[src/hdl/abx_map.svh]
`ifndef ABX_MAP_SVH
`define ABX_MAP_SVH
`define ABX_FLAG_C 0
`define ABX_FLAG_Z 1
`define ABX_FLAG_N 2
`define ABX_FLAG_V 3
`define ABX_FLAG_S 4
`define ABX_FLAG_H 5
`define ABX_SREG_RST 8'h00
`define ABX_PC_RST 16'h0000
`define ABX_CYC_ONE 2'h1
`define ABX_CYC_TWO 2'h2
`define ABX_CYC_THREE 2'h3
`define ABX_BYTE_ONES 8'hFF
`define ABX_PROD_PAIR 5'h00
`define ABX_STEP 16'h0001
`define ABX_SKIP_SHORT 16'h0002
`define ABX_SKIP_LONG 16'h0003
`define ABX_WORD_K_W 6
`endif

[src/hdl/abx_pkg.sv]
package abx_pkg;
    typedef enum logic [4:0] {
        OP_CARRY_SUM_REGS, OP_WORD_PLUS_IMM, OP_WORD_MINUS_IMM, OP_DIFF_IMM,
        OP_BORROW_DIFF_REGS, OP_BORROW_DIFF_IMM, OP_CONJ_REGS, OP_CONJ_IMM,
        OP_DISJ_REGS, OP_DISJ_IMM, OP_XDISJ_REGS, OP_SET_BITS_IMM,
        OP_CLEAR_BITS_IMM, OP_ZERO_SIGN_CHECK, OP_PROD_UU, OP_PROD_SS,
        OP_PROD_SU, OP_FRAC_UU, OP_FRAC_SS, OP_FRAC_SU, OP_INDIRECT_JUMP,
        OP_INDIRECT_INVOKE, OP_EQUAL_SKIP, OP_COMPARE_REGS,
        OP_CARRY_COMPARE_REGS, OP_COMPARE_IMM, OP_REG_BIT_CLR_SKIP,
        OP_REG_BIT_SET_SKIP, OP_IO_BIT_CLR_SKIP, OP_IO_BIT_SET_SKIP
    } abx_op_e;

    typedef enum {ST_IDLE, ST_BUSY} abx_state_e;

    typedef struct packed {
        abx_op_e     op;
        logic [4:0]  d_addr;
        logic [7:0]  d_val;
        logic [7:0]  d_hi;
        logic [7:0]  r_val;
        logic [7:0]  imm;
        logic [2:0]  bit_sel;
        logic [7:0]  io_val;
        logic [15:0] pc;
        logic [15:0] z_ptr;
        logic [7:0]  sreg;
        logic        next_two_word;
    } abx_req_s;

    typedef struct packed {
        logic        wr_en;
        logic        wr_pair;
        logic [4:0]  wr_addr;
        logic [15:0] wr_data;
        logic [7:0]  sreg;
        logic [15:0] next_pc;
        logic        pc_load;
        logic        ret_push;
        logic [15:0] ret_addr;
    } abx_res_s;

    typedef struct packed {
        logic [7:0] res;
        logic       c;
        logic       h;
        logic       v;
    } abx_alu_s;
endpackage

[src/hdl/abx_exec_unit.sv]
`include "abx_map.svh"

module abx_exec_unit
    import abx_pkg::*;
#(
    parameter int K_W = `ABX_WORD_K_W
) (
    input  wire logic     clk,
    input  wire logic     rst_b,
    input  wire logic     req_valid,
    output logic          req_ready,
    input  wire abx_req_s req,
    output logic          done,
    output abx_res_s      res
);

    // ****************************************************************
    // Parameter check.
    // ****************************************************************
    if (K_W < 1 || K_W > 8) begin : g_bad_k
        $error("Word immediate width must lie between 1 and 8.");
    end

    // ****************************************************************
    // Arithmetic helpers.
    // ****************************************************************
    function automatic abx_alu_s add_sub(input logic [7:0] a, input logic [7:0] b,
                                         input logic cin, input logic sub);
        logic [8:0] full;
        logic [4:0] half;
        abx_alu_s   o;
        if (sub) begin
            full = {1'b0, a} - {1'b0, b} - {8'h00, cin};
            half = {1'b0, a[3:0]} - {1'b0, b[3:0]} - {4'h0, cin};
        end else begin
            full = {1'b0, a} + {1'b0, b} + {8'h00, cin};
            half = {1'b0, a[3:0]} + {1'b0, b[3:0]} + {4'h0, cin};
        end
        o.res = full[7:0];
        o.c   = full[8];
        o.h   = half[4];
        o.v   = sub ? ((a[7] ^ b[7]) & (a[7] ^ full[7]))
                    : (~(a[7] ^ b[7]) & (a[7] ^ full[7]));
        return o;
    endfunction

    function automatic logic [7:0] arith_flags(input logic [7:0] s, input abx_alu_s o);
        logic [7:0] f;
        f = s;
        f[`ABX_FLAG_Z] = (o.res == 8'h00);
        f[`ABX_FLAG_C] = o.c;
        f[`ABX_FLAG_N] = o.res[7];
        f[`ABX_FLAG_V] = o.v;
        f[`ABX_FLAG_H] = o.h;
        return f;
    endfunction

    function automatic logic [7:0] logic_flags(input logic [7:0] s, input logic [7:0] r);
        logic [7:0] f;
        f = s;
        f[`ABX_FLAG_Z] = (r == 8'h00);
        f[`ABX_FLAG_N] = r[7];
        f[`ABX_FLAG_V] = 1'b0;
        return f;
    endfunction

    function automatic logic [15:0] product(input logic [7:0] a, input logic [7:0] b,
                                            input logic sa, input logic sb);
        logic signed [17:0] p;
        p = $signed({sa & a[7], a}) * $signed({sb & b[7], b});
        return p[15:0];
    endfunction

    // ****************************************************************
    // Operation decode and result.
    // ****************************************************************
    abx_state_e  state_q;
    logic [1:0]  cnt_q;
    logic        done_q;
    abx_res_s    res_q;
    abx_res_s    res_d;
    logic [1:0]  cyc_d;
    abx_alu_s    alu;
    logic [7:0]  lres;
    logic [15:0] prod;
    logic [15:0] pres;
    logic [15:0] wsum;
    logic [15:0] wk;
    logic        skip;
    logic        cin;
    logic        accept;

    assign cin    = req.sreg[`ABX_FLAG_C];
    assign wk     = 16'(req.imm[K_W-1:0]);
    assign accept = req_valid && req_ready;

    always_comb begin
        alu   = '0;
        lres  = 8'h00;
        prod  = 16'h0000;
        pres  = 16'h0000;
        wsum  = 16'h0000;
        skip  = 1'b0;
        cyc_d = `ABX_CYC_ONE;
        res_d = '0;
        res_d.sreg    = req.sreg;
        res_d.wr_addr = req.d_addr;
        res_d.next_pc = req.pc + `ABX_STEP;
        case (req.op)
            OP_CARRY_SUM_REGS, OP_DIFF_IMM, OP_BORROW_DIFF_REGS, OP_BORROW_DIFF_IMM,
            OP_COMPARE_REGS, OP_CARRY_COMPARE_REGS, OP_COMPARE_IMM: begin
                case (req.op)
                    OP_CARRY_SUM_REGS:     alu = add_sub(req.d_val, req.r_val, cin, 1'b0);
                    OP_DIFF_IMM:           alu = add_sub(req.d_val, req.imm, 1'b0, 1'b1);
                    OP_BORROW_DIFF_REGS:   alu = add_sub(req.d_val, req.r_val, cin, 1'b1);
                    OP_BORROW_DIFF_IMM:    alu = add_sub(req.d_val, req.imm, cin, 1'b1);
                    OP_COMPARE_REGS:       alu = add_sub(req.d_val, req.r_val, 1'b0, 1'b1);
                    OP_CARRY_COMPARE_REGS: alu = add_sub(req.d_val, req.r_val, cin, 1'b1);
                    default:               alu = add_sub(req.d_val, req.imm, 1'b0, 1'b1);
                endcase
                res_d.sreg    = arith_flags(req.sreg, alu);
                res_d.wr_data = {8'h00, alu.res};
                res_d.wr_en   = !(req.op inside {OP_COMPARE_REGS, OP_CARRY_COMPARE_REGS,
                                                 OP_COMPARE_IMM});
            end
            OP_WORD_PLUS_IMM, OP_WORD_MINUS_IMM: begin
                if (req.op == OP_WORD_PLUS_IMM) begin
                    wsum = {req.d_hi, req.d_val} + wk;
                    res_d.sreg[`ABX_FLAG_V] = ~req.d_hi[7] & wsum[15];
                    res_d.sreg[`ABX_FLAG_C] = ~wsum[15] & req.d_hi[7];
                end else begin
                    wsum = {req.d_hi, req.d_val} - wk;
                    res_d.sreg[`ABX_FLAG_V] = req.d_hi[7] & ~wsum[15];
                    res_d.sreg[`ABX_FLAG_C] = wsum[15] & ~req.d_hi[7];
                end
                res_d.sreg[`ABX_FLAG_Z] = (wsum == 16'h0000);
                res_d.sreg[`ABX_FLAG_N] = wsum[15];
                res_d.sreg[`ABX_FLAG_S] = wsum[15] ^ res_d.sreg[`ABX_FLAG_V];
                res_d.wr_en   = 1'b1;
                res_d.wr_pair = 1'b1;
                res_d.wr_data = wsum;
                cyc_d         = `ABX_CYC_TWO;
            end
            OP_CONJ_REGS, OP_CONJ_IMM, OP_DISJ_REGS, OP_DISJ_IMM, OP_XDISJ_REGS,
            OP_SET_BITS_IMM, OP_CLEAR_BITS_IMM, OP_ZERO_SIGN_CHECK: begin
                case (req.op)
                    OP_CONJ_REGS:      lres = req.d_val & req.r_val;
                    OP_CONJ_IMM:       lres = req.d_val & req.imm;
                    OP_DISJ_REGS:      lres = req.d_val | req.r_val;
                    OP_DISJ_IMM:       lres = req.d_val | req.imm;
                    OP_XDISJ_REGS:     lres = req.d_val ^ req.r_val;
                    OP_SET_BITS_IMM:   lres = req.d_val | req.imm;
                    OP_CLEAR_BITS_IMM: lres = req.d_val & (`ABX_BYTE_ONES - req.imm);
                    default:           lres = req.d_val & req.d_val;
                endcase
                res_d.sreg    = logic_flags(req.sreg, lres);
                res_d.wr_en   = 1'b1;
                res_d.wr_data = {8'h00, lres};
            end
            OP_PROD_UU, OP_PROD_SS, OP_PROD_SU, OP_FRAC_UU, OP_FRAC_SS, OP_FRAC_SU: begin
                prod = product(req.d_val, req.r_val,
                               !(req.op inside {OP_PROD_UU, OP_FRAC_UU}),
                               req.op inside {OP_PROD_SS, OP_FRAC_SS});
                pres = (req.op inside {OP_FRAC_UU, OP_FRAC_SS, OP_FRAC_SU})
                     ? {prod[14:0], 1'b0} : prod;
                res_d.sreg[`ABX_FLAG_C] = prod[15];
                res_d.sreg[`ABX_FLAG_Z] = (pres == 16'h0000);
                res_d.wr_en   = 1'b1;
                res_d.wr_pair = 1'b1;
                res_d.wr_addr = `ABX_PROD_PAIR;
                res_d.wr_data = pres;
                cyc_d         = `ABX_CYC_TWO;
            end
            OP_INDIRECT_JUMP: begin
                res_d.next_pc = req.z_ptr;
                res_d.pc_load = 1'b1;
                cyc_d         = `ABX_CYC_TWO;
            end
            OP_INDIRECT_INVOKE: begin
                res_d.ret_push = 1'b1;
                res_d.ret_addr = req.pc + `ABX_STEP;
                res_d.next_pc  = req.z_ptr;
                res_d.pc_load  = 1'b1;
                cyc_d          = `ABX_CYC_THREE;
            end
            OP_EQUAL_SKIP, OP_REG_BIT_CLR_SKIP, OP_REG_BIT_SET_SKIP,
            OP_IO_BIT_CLR_SKIP, OP_IO_BIT_SET_SKIP: begin
                case (req.op)
                    OP_EQUAL_SKIP:       skip = (req.d_val == req.r_val);
                    OP_REG_BIT_CLR_SKIP: skip = !req.r_val[req.bit_sel];
                    OP_REG_BIT_SET_SKIP: skip = req.r_val[req.bit_sel];
                    OP_IO_BIT_CLR_SKIP:  skip = !req.io_val[req.bit_sel];
                    default:             skip = req.io_val[req.bit_sel];
                endcase
                if (skip) begin
                    res_d.next_pc = req.pc + (req.next_two_word ? `ABX_SKIP_LONG
                                                                : `ABX_SKIP_SHORT);
                    cyc_d = req.next_two_word ? `ABX_CYC_THREE : `ABX_CYC_TWO;
                end
            end
            default: begin
                res_d.sreg = req.sreg;
            end
        endcase
    end

    // ****************************************************************
    // Cycle sequencing.
    // ****************************************************************
    always_ff @(posedge clk) begin
        if (!rst_b) begin
            state_q <= ST_IDLE;
            cnt_q   <= 2'h0;
        end else begin
            case (state_q)
                ST_IDLE: begin
                    if (accept && cyc_d != `ABX_CYC_ONE) begin
                        state_q <= ST_BUSY;
                        cnt_q   <= cyc_d - `ABX_CYC_ONE;
                    end
                end
                ST_BUSY: begin
                    cnt_q <= cnt_q - 2'h1;
                    if (cnt_q == 2'h1) begin
                        state_q <= ST_IDLE;
                    end
                end
                default: begin
                    state_q <= ST_IDLE;
                end
            endcase
        end
    end

    always_ff @(posedge clk) begin
        if (!rst_b) begin
            done_q <= 1'b0;
        end else begin
            done_q <= (accept && cyc_d == `ABX_CYC_ONE) ||
                      (state_q == ST_BUSY && cnt_q == 2'h1);
        end
    end

    always_ff @(posedge clk) begin
        if (!rst_b) begin
            res_q         <= '0;
            res_q.sreg    <= `ABX_SREG_RST;
            res_q.next_pc <= `ABX_PC_RST;
        end else if (accept) begin
            res_q <= res_d;
        end
    end

    assign req_ready = (state_q == ST_IDLE);
    assign done      = done_q;
    assign res       = res_q;

    // ****************************************************************
    // Checks.
    // ****************************************************************
    a_carry_sum: assert property (@(posedge clk) disable iff (!rst_b)
        accept && req.op == OP_CARRY_SUM_REGS |=> done &&
        res.wr_data[7:0] == 8'($past(req.d_val) + $past(req.r_val) + $past(cin)))
        else $error("Carry sum result is wrong.");

    a_one_cycle: assert property (@(posedge clk) disable iff (!rst_b)
        accept && req.op inside {OP_DIFF_IMM, OP_BORROW_DIFF_REGS, OP_CONJ_IMM,
        OP_COMPARE_IMM} |=> done && req_ready)
        else $error("Single cycle operation did not finish in one cycle.");

    a_two_cycle: assert property (@(posedge clk) disable iff (!rst_b)
        accept && req.op inside {OP_PROD_UU, OP_FRAC_SU, OP_WORD_PLUS_IMM}
        |=> !done && !req_ready ##1 done && req_ready)
        else $error("Two cycle operation timing is wrong.");

    a_invoke_three: assert property (@(posedge clk) disable iff (!rst_b)
        accept && req.op == OP_INDIRECT_INVOKE |=> !done [*2] ##1
        (done && res.ret_push && res.next_pc == $past(req.z_ptr, 3)))
        else $error("Indirect invoke timing or target is wrong.");

    a_flow_flags: assert property (@(posedge clk) disable iff (!rst_b)
        accept && req.op inside {OP_INDIRECT_JUMP, OP_EQUAL_SKIP, OP_IO_BIT_SET_SKIP}
        |=> res.sreg == $past(req.sreg) && !res.wr_en)
        else $error("Flow operation touched flags or registers.");

    a_skip_long: assert property (@(posedge clk) disable iff (!rst_b)
        accept && req.op == OP_REG_BIT_SET_SKIP && req.r_val[req.bit_sel] &&
        req.next_two_word |=> !done ##1 !done ##1
        (done && res.next_pc == $past(req.pc, 3) + `ABX_SKIP_LONG))
        else $error("Long skip advance or timing is wrong.");

    a_compare_nowr: assert property (@(posedge clk) disable iff (!rst_b)
        accept && req.op inside {OP_COMPARE_REGS, OP_CARRY_COMPARE_REGS}
        |=> !res.wr_en && res.sreg[`ABX_FLAG_Z] == (8'($past(req.d_val) - $past(req.r_val)
        - {7'h00, $past(cin) && $past(req.op) == OP_CARRY_COMPARE_REGS}) == 8'h00))
        else $error("Compare wrote a register or set zero wrongly.");

    a_logic_vclr: assert property (@(posedge clk) disable iff (!rst_b)
        accept && req.op == OP_CLEAR_BITS_IMM |=> !res.sreg[`ABX_FLAG_V] &&
        res.wr_data[7:0] == ($past(req.d_val) & ~$past(req.imm)))
        else $error("Clear bits result or overflow flag is wrong.");

    a_prod_pair: assert property (@(posedge clk) disable iff (!rst_b)
        accept && req.op == OP_FRAC_UU |=> res.wr_pair && res.wr_addr == `ABX_PROD_PAIR
        && res.wr_data == 16'({8'h00, $past(req.d_val)} * {8'h00, $past(req.r_val)} << 1))
        else $error("Fractional product is wrong.");

endmodule // abx_exec_unit

[config.mk]
export PLATFORM = sky130hd
export DESIGN_NAME = abx_exec_unit
export DESIGN_NICKNAME = d
export VERILOG_FILES = /design/src/hdl/abx_pkg.sv /design/src/hdl/abx_exec_unit.sv
export VERILOG_INCLUDE_DIRS = /design/src /design/src/hdl
export SDC_FILE = /design/constraint.sdc
export NUM_CORES = 1
export LEC_CHECK = 0
export ABC_AREA = 1
export BUFFER_PORTS_ARGS = -buffer_cell sky130_fd_sc_hd__buf_2
export CORE_AREA = 2 2 145 147
export CTS_CLUSTER_DIAMETER = 80
export DETAILED_ROUTE_END_ITERATION = 10
export DIE_AREA = 0 0 147 149
export HOLD_SLACK_MARGIN = 0.05
export MAX_ROUTING_LAYER = met4
export PLACE_DENSITY = 0.76
export SLEW_MARGIN = 40
export SYNTH_ARGS = -nofsm -noshare
export SYNTH_HDL_FRONTEND = slang
export SYNTH_SLANG_ARGS = --single-unit
[constraint.sdc]
create_clock -name clk -period 6.38 [get_ports clk]
set_input_delay 0.319 -clock clk [delete_from_list [all_inputs] [get_ports clk]]
set_output_delay 0.319 -clock clk [all_outputs]
set_load 0.01 [all_outputs]
Yosys cells after proc, flatten, opt, wreduce, memory -nomap -nowiden
Index checks and enable logic that the tools add are counted.
Widths: inputs -> output; s select.

storage, ports and cells
  register bits after elaboration = 100

cells by class
  add/subtract/negate cells = 19
  multiply operators = 1
  $lt $le $gt $ge = 1
  eq/ne operators = 37
  multiplexer cells = 50
  bitwise operators = 34
  reductions and logical operators = 34

operator list
  operator               count
  $mux 9                 14
  $eq 5x5->1 const B     14
  $pmux 11 s6            1
  $logic_not 32->1       2
  $mux 16                4
  $mux 32                2
  $pmux 16 s4            1
  $pmux 32 s2            1
  $pmux 8 s6             1
  $eq 5x4->1 const B     8
  $and 8x8->8            4
  $eq 32x1->1 const B    1
  $eq 32x2->1 const B    1
  $logic_not 16->1       2
  $pmux 16 s2            1
  $eq 5x3->1 const B     4
  $sub 8x8->9            2
  $sub 9x1->9            2
  $mux 17                1
  $add 16x1->16 const B  1
  $add 16x2->16          1
  $add 16x6->16          1
  $logic_not 8->1        2
  $mul 9x9->16           1
  other kinds (47)       104

Depth between registers and ports, before layout
Gate-level depths: netlist (run 1).

  depth in word-level cells = 11
  gate-level depth with buffers = 36

Worst setup path before layout (run 1)
Ideal clock, no wire load.

  path kind = input to register
  from = in req[83] (netlist bit)
  to = reg res_q (netlist bit res[35])
  library setup time = 70 ps
  data arrival time = 5356 ps
  data required time = 6310 ps
  path slack = 953 ps
  cell stages on the path = 27
  buffers on the path = 2
  cell sequence = clkbuf_1 > clkbuf_1 > nand2_1 > nor2_1 > inv_1 > fa_1 > inv_1 > fa_1 > fa_1 > inv_1 > fa_1 > inv_1 > ha_1 > ha_1 > nand2_1 > inv_1 > a21oi_1 > nand2_1 > nand2_1 > a21oi_1 > o21ai_0 > nand3_1 > nand2_1 > nand3_1 > nand3_1 > nand2_1 > a21oi_1

between the ends
  longest elaborated chain between the ends = 8
  elaborated cells on any way between the ends = 43
  classes of those cells = add/sub: 8; mul: 1; mux: 22; bitwise: 8; reduce/logical: 4

RTL lines
  element                                     RTL line              source
  from (decl)                                 abx_exec_unit.sv:12   input wire abx_req_s req,
  $sub 8x8->9 or $add 8x8->9 (tied branches)  -
  $sub 9x1->9 or $add 9x1->9 (tied branches)  -
  $mux 9                                      abx_exec_unit.sv:112  case (req.op)
  $mux 9                                      abx_exec_unit.sv:109  case (req.op)
  $pmux 11 s6                                 abx_exec_unit.sv:112
  $mux 11                                     abx_exec_unit.sv:109
  $logic_not 8->1                             abx_exec_unit.sv:50   f[`ABX_FLAG_Z] = (o.res == 8'h00);
  $pmux 2 s4 (*)                              abx_exec_unit.sv:109
  to (signal assigned)                        abx_exec_unit.sv:250  res_q <= res_d;
  to (decl)                                   abx_exec_unit.sv:80   abx_res_s res_q;

Mark *: on every way between the ends. The rest lies on a longest branch, timed or not. The select of a mux whose other input is x is not followed.
A chain may end at the register's enable or synchronous reset.

Worst setup path in the final report (run 1)
  from = in req[90] (netlist bit)
  to = reg res_q (netlist bit res[35])

between the ends
  longest elaborated chain between the ends = 8
  elaborated cells on any way between the ends = 47
  classes of those cells = mul: 1; eq/ne: 22; mux: 8; bitwise: 2; reduce/logical: 14

RTL lines
  element                                   RTL line                                                          source
  $eq 5x4->1 or $eq 5x5->1 (tied branches)  abx_exec_unit.sv:109, abx_exec_unit.sv:162, abx_exec_unit.sv:164
  $reduce_bool 2->1                         abx_exec_unit.sv:162                                              !(req.op inside {OP_PROD_UU, OP_FRAC_UU}),
  $logic_not 1->1                           abx_exec_unit.sv:162
  $and 1x1->1                               abx_exec_unit.sv:70                                               p = $signed({sa & a[7], a}) * $signed({sb & b[7], b});
  $mul 9x9->16                              abx_exec_unit.sv:70
  $mux 16                                   abx_exec_unit.sv:165                                              ? {prod[14:0], 1'b0} : prod;
  $logic_not 16->1                          abx_exec_unit.sv:167                                              res_d.sreg[`ABX_FLAG_Z] = (pres == 16'h0000);
  $pmux 2 s4 (*)                            abx_exec_unit.sv:109

Marks and branches as above.

==> impl_results.md, run 1 <==
- First drt pass iteration count: 6
- Leakage: 6.75 nW
- Max-slew headroom at the worst pin: 48.7%
- Register clock-pin slew on the reported worst setup and hold paths: 0.05 ns
- # H-tree levels: 3
- Final hold viol count: 0
- Gpl congestion: 1.01
- Maximum number of pins on one net before global-route repair: ~60
- Diodes inserted: 0
- Tcrit/Tclk final: about nine tenths
- DR vias: 12334
- Syn Std Cell Area: 11000 um2
- Detail Placement HPWL: 32200 um
- Post-synthesis mux area share: less than 1%
- Most common cell after layout, fill and taps aside: nand2_1
- Hold Path Origin: req[87]
- Mapped Cells: around 1800
- Busiest layer in global routing: met2
- Synth Area in Simple Gates: between 30% and 40%
- Core area: ~20000 um2
- Site row count: 53
- Yosys cell types: 53
- Max stage delay on crit path: approximately 0.54 ns
- Commonest cells after routing, fill and taps aside: nand2_1 (520), inv_1 (295), nor2_1 (175)
- Sum Neg Setup Slack: 0 ns
- Ys Warns: 0
- I/O Pins: ~160
- Detail Route Antenna Nets: 0
- Pwr Density: 238 nW/um2
- Seq/Total Area, Yosys: 12.5%
- Combinational family with the most area after synthesis: simple AND/OR/NAND/NOR gates
- Critical path endpoint category: register
- Clk buf depth: 2
- Worst path top cell family by delay: adder cells
- Syn-to-layout area delta: 11.2%
- Final setup fails: 0
- Initial antenna violation count: 0
- Worst Path Required: 6.64 ns
- Die Y: 149 um
- Critical path fanouts, max: 9
- R2r startpoint: state_q[0]$_SDFFE_PN0P_
- HP Class: in2reg
- #FFs+latches synth: 69
- Worst hold slack: between 0.2 and 0.25 ns
- Startpoint type of the worst setup path: input pin
- Post-Synth Adder-Cell Area: between 20% and 30%
- Initial DRC Count: 917
- RSZ-0062 raised after global routing: false
- WL/cell: 17.7 um
- Slew Limit Fails: 0
- Share of cells above drive strength 1: 12.2%
- Global-route wire length before repair: 61600 um
- Crit path kind: in2reg
- Clk sink count: 69
- CP dominant cell by count: fa_1
- Global routing usage on met2: 59.4%
- DRC: 0
- Status: completed
- Syn_nets: between 2000 and 2500
- Die Area: 21900 um2
- Clk root buf: clkbuf_16
- Slew @ Worst Pin: ~0.77 ns
- M3 GR Usage: 4.10%
- Input/output buffers: 163
- Vias per cell: around 5.5
- Hold-fix buffers at CTS: 0
- Highest Clock Rate: 178 MHz
- Skew-Pair Late Insertion Delay: ~0.33 ns
- Cell Count, Final, Fillers Out: 2237
- Synth Area in XOR/XNOR: 2.78%
- CTS tree: yes
- Number of global-route vias before repair: 11480
- Avg Synthesized Cell Area: 5.99 um2
- Detailed Route WL: about 40000 um
- Die span in x: 147 um
- GRT overflow: 0
- Initial Util: 53.6%
- Total Nets Final: 2198
- Max Cap Viol: 0
- Max rail drop VDD: 147 uV
- Post-CTS Resized: 0
- Post-CTS Setup Bufs: 0
- Synth Area in Compound Gates: 15.5%
- Critical Path AT: 5.89 ns
- Clock period minus worst slack: about 5.6 ns
- Gr usage total: 37.0%
- Clock Skews: 0.00377 ns
- Clock buffer count from CTS: 9
- Crit path buffers/inverters: 5
- Placed Cells: approximately 2200
- Grt met1 use: 48.9%
- Critical Path Source: req[90]
- Slowest stage cell on the critical path: fa_1
## report_power, final
part / internal, W / leakage [nW] / total, W / switching [W]
clock network: 0.000312 / 0.143 / 0.000489 / 0.000177
registers: 0.000470 / 0.565 / 0.000490 / 0.0000200
logic: 0.000676 / 6.04 / 0.00193 / 0.00126
## cell usage after synthesis (all sizes together)
library cell,instances,share of area [%]
a211o,1,0.080
a211oi,1,0.068
a21boi,1,0.068
a21o,5,0.34
a21oi,108,4.9
a221oi,5,0.40
a22o,1,0.080
a22oi,1,0.068
a2bb2oi,5,0.40
a31oi,5,0.28
a41oi,1,0.080
buf,24,1.2
clkbuf,40,1.4
clkinv,1,0.034
dfxtp,69,13
fa,68,12
ha,76,8.6
inv,310,11
mux2i,1,0.091
nand2,533,19
nand3,141,6.6
nand3b,5,0.34
nand4,16,0.91
nor2,184,6.8
nor3,22,1.1
nor4,2,0.11
o2111ai,1,0.080
o211ai,9,0.74
o21a,2,0.14
o21ai,126,5.8
o21bai,4,0.27
o221ai,2,0.16
o22ai,23,1.3
o31ai,2,0.14
o32ai,1,0.080
or2,8,0.45
xnor2,10,0.79
xor2,25,2.0
## tightest hold or removal path, delay by kind of cell
| family | cells | cell delay, ns |
|---|---|---|
| simple gates | 1 | 0.06 |
| compound gates | 1 | 0.05 |
| buf+inv | 1 | 0.09 |
## stage by stage
step / total power (W) / util (%) / worst slack (ns) / instance area, um2
after CTS: 0.00290 / 59.6 / 0.793 / 12300
after global placement: 0.00238 / 58.2 / 0.549 / 12000
final: 0.00291 / 59.6 / 0.751 / 12300
after detailed placement: 0.00240 / 58.2 / 0.448 / 12000
after global routing: 0.00323 / 59.6 / 0.238 / 12300
after floorplan: 0.00188 / - / 0.953 / 11000
## kinds of logic (layout without fill, tap and decap cells)
| group | Yosys count | after routing |
|---|---|---|
| xor+xnor | 35 | 35 |
| mux | 1 | 1 |
| flops | 69 | 69 |
| buf+inv | 375 | 498 |
| fa+ha+maj | 144 | 144 |
| compound gates | 304 | 304 |
| simple gates | 911 | 911 |
## final cells by class
cell class | instances | area, um2
timing repair buffer | 171 | 876
inverter | 311 | 1170
multi-input combinational | 1395 | 8190
clock inverter | 4 | 47.5
clock buffer | 12 | 246
fill | 2091 | 8300
sequential | 69 | 1380
tap | 275 | 344
## layer usage
metal	vias up	part of all wire [%]
met2	538	45
met5	-	0
li1	6070	-
met4	0	3.6
met3	83	7.7
met1	5643	44
## final timing paths
kind | end | slack (ns) | cells after the start
max reg2reg | res[9]$_SDFFE_PN0P_ | 4.09 | 8
min | res[61]$_SDFFE_PN0P_ | 0.25 | 3
max | res[35]$_SDFFE_PN0P_ | 0.75 | 28
min reg2reg | res[39]$_SDFFE_PN0P_ | 0.46 | 2
## registers in the layout, summed over array words and instances, names as in the netlist
| signal | cells |
|---|---|
| cnt_q | 2 |
| done | 1 |
| res | 65 |
| state_q | 1 |
(Power assumes the default switching activity.)
==> run 2, diff against run 1 <==
--- a/config.mk
+++ b/config.mk
@@ -8,10 +8,10 @@
 export LEC_CHECK = 0
 export ABC_AREA = 1
 export BUFFER_PORTS_ARGS = -buffer_cell sky130_fd_sc_hd__buf_2
-export CORE_AREA = 2 2 145 147
+export CORE_AREA = 2 2 104 206
 export CTS_CLUSTER_DIAMETER = 80
 export DETAILED_ROUTE_END_ITERATION = 10
-export DIE_AREA = 0 0 147 149
+export DIE_AREA = 0 0 106 208
 export HOLD_SLACK_MARGIN = 0.05
 export MAX_ROUTING_LAYER = met4
 export PLACE_DENSITY = 0.76
==> constraint.sdc (replaced) <==
create_clock -name clk -period 6.8 [get_ports clk]
set_input_delay 0.34 -clock clk [delete_from_list [all_inputs] [get_ports clk]]
set_output_delay 0.34 -clock clk [all_outputs]
set_load 0.01 [all_outputs]
==> run 2 against run 1 <==
Clock power increased by 1%. Register-to-register slack better by 0.49 ns. Critical path depth decreased by 3. Utilization rose by 0.17 points. Non-clock buffer count decreased by 5. Largest power group unchanged.
==> impl_results.md, run 2 (same netlist as run 1, synthesis figures left out) <==
- Final setup fails: 0 (unchanged)
- Maximum number of pins on one net before global-route repair: 61 (unchanged)
- Status: completed
- Max Cap Viol: 0 (unchanged)
- RSZ-0062 raised after global routing: false
- Skew-Pair Late Insertion Delay: 0.35 ns (+0.02 ns)
- Initial antenna violation count: 0 (unchanged)
- Highest Clock Rate: roughly 170 MHz
- Final hold viol count: 0 (unchanged)
- Sum Neg Setup Slack: 0 ns (unchanged)
- Global-route wire length before repair: 69900 um (+13%)
- GRT overflow: 0 (unchanged)
- Cell Count, Final, Fillers Out: 2223 (-0.63%)
- Max-slew headroom at the worst pin: 36.5% (-12 points)
- Hold Path Origin: req[85]
- DR vias: 12718 (+3.1%)
- Worst hold slack: 0.233 ns (-0.0125 ns)
- Max FFs per register: 65 (unchanged)
- Detail Placement HPWL: 36600 um (+14%)
- Initial DRC Count: 1014 (+11%)
- FILL cells: 2114 (+1.1%)
- Vias per cell: 5.72 (+3.8%)
- R2r startpoint: state_q[0]$_SDFFE_PN0P_
- Worst Path Required: 7.00 ns (+0.36 ns)
- Tcrit/Tclk final: 85.0%
- WL/cell: 20.4 um (+15%)
- Final Util: 59.8% (+0.17 points)
- Gr usage total: 42.7% (+5.7 points)
- Gpl congestion: 1.05 (+4.4%)
- HP Class: in2reg
- Number of global-route vias before repair: 12964 (+13%)
- Die span in x: 106 um (-28%)
- Die Area: 22000 um2 (+0.66%)
- Leakage: 6.74 nW (-0.21%)
- Critical path endpoint category: register
- Slew @ Worst Pin: 0.946 ns (+0.179 ns)
- Commonest cells after routing, fill and taps aside: nand2_1 (519), inv_1 (294), nor2_1 (175)
- Clock period minus worst slack: 5.78 ns
- Clk root buf: clkbuf_16
- Detailed Route WL: 45300 um (+14%)
- Hold-fix buffers at CTS: 0 (unchanged)
- Tot Pwr: 0.00277 W (-5.0%)
- Site row count: 74 (+40%)
- Worst R2R Path Depth: 7 (-1)
- Syn-to-layout area delta: 11.0%
- First drt pass iteration count: 8 (+2)
- Max rail drop VDD: 228 uV (+55%)
- Diodes inserted: 0 (unchanged)
- CTS tree: yes
- Post-CTS Resized: 0 (unchanged)
- Die Y: 208 um (+40%)
- Placed Cells: 2207 (-0.63%)
- Hold path cells: 3 (unchanged)
- Hold Path End: res[59]$_SDFFE_PN0P_
- Startpoint type of the worst setup path: input pin
- Input/output buffers: 163 (unchanged)
- Clk sink count: 69 (unchanged)
- Clk buf depth: 2 (unchanged)
- Register clock-pin slew on the reported worst setup and hold paths: 0.06 ns (about the same)
- Critical Path AT: 5.98 ns (+0.09 ns)
- Detail Route Antenna Nets: 0 (unchanged)
- # H-tree levels: 3 (unchanged)
- I/O Pins: 164 (unchanged)
- Crit path kind: in2reg
- Pwr Density: 226 nW/um2 (-4.8%)
- Most common cell after layout, fill and taps aside: nand2_1
- Share of cells above drive strength 1: 12.3% (+0.031 points)
- Clock buffer count from CTS: 9 (unchanged)
- Post-CTS Setup Bufs: 0 (unchanged)
- DRC: 0 (unchanged)
- R2R Setup Slk: 4.58 ns (+0.49 ns)
- Core area: 20500 um2 (-0.46%)
- Total Nets Final: 2193 (-0.23%)
- Slew Limit Fails: 0 (unchanged)
- Critical path fanouts, max: 9 (unchanged)
- Reg2Reg Capture Point: res[42]$_SDFFE_PN0P_
- Clock Skews: 0.00866 ns (+0.00489 ns)
- Initial Util: 53.8% (+0.25 points)
[run 2: changes by cell type in the layout (fill, tap and decap cells not counted), sizes merged]
cell and delta:
buf -5, clkbuf -2, clkinv +2, clkinvlp -1
inv +1
[run 2: final cells by class]
class | instances | area [um2] | share of cell area, %
Multi-Input combinational cell | 1395 | 8200 | 67.1
Sequential cell | 69 | 1380 | 11.3
Inverter | 311 | 1170 | 9.54
Timing Repair Buffer | 166 | 838 | 6.85
Tap cell | 266 | 333 | 2.72
Clock buffer | 10 | 239 | 1.95
Clock inverter | 6 | 70.1 | 0.573
[run 2: power breakdown]
part	internal, W	leakage (nW)	switching [W]
registers	0.000441	0.565	0.0000186
clock network	0.000296	0.153	0.000199
logic	0.000619	6.02	0.00119
total	0.00136	6.74	0.00141
[run 2: worst max-delay path by stage]
stage                        from  slack [ns]                    to  depth (start not counted)
after floorplan           req[83]        1.35  res[35]$_SDFFE_PN0P_                         27
after global placement    req[90]        0.76  res[35]$_SDFFE_PN0P_                         25
after detailed placement  req[90]        0.73  res[35]$_SDFFE_PN0P_                         25
after CTS                 req[90]        1.07  res[35]$_SDFFE_PN0P_                         25
after global routing      req[90]        0.59  res[54]$_SDFFE_PN0P_                         24
final                     req[90]        1.02  res[35]$_SDFFE_PN0P_                         25
[run 2: routing by layer]
metal  vias up  wire length (um)  track usage, %
li1       6059                 -               -
met3       276              2690            6.17
met5         -                 0               -
met2       619             22800            74.7
met1      5764             14100            37.3
met4         0              5660            42.9
[run 2: metrics by stage]
stage | instance area (um2) | setup WS [ns]
detailed placement | 11900 | 0.726
global placement | 11900 | 0.764
finish | 12200 | 1.02
CTS | 12200 | 1.07
global route | 12200 | 0.592
floorplan | 11000 | 1.35
[run 2: critical path, cell delays in order]
cell and delay, ns:
buf_2 0.23, inv_2 0.11, nor2_2 0.39, nand3_1 0.15
nand2_2 0.16, nand2_4 0.13, nor2_1 0.18, fa_1 0.44
fa_1 0.52, fa_1 0.54, inv_1 0.05, fa_1 0.49
fa_1 0.51, inv_1 0.04, ha_1 0.36, a21oi_1 0.13
o21ai_0 0.28, nor2_1 0.09, or2_2 0.29, a31oi_1 0.21
nor2_1 0.08, nand3_1 0.07, nand3_1 0.07, nand2_1 0.06
a21oi_1 0.05
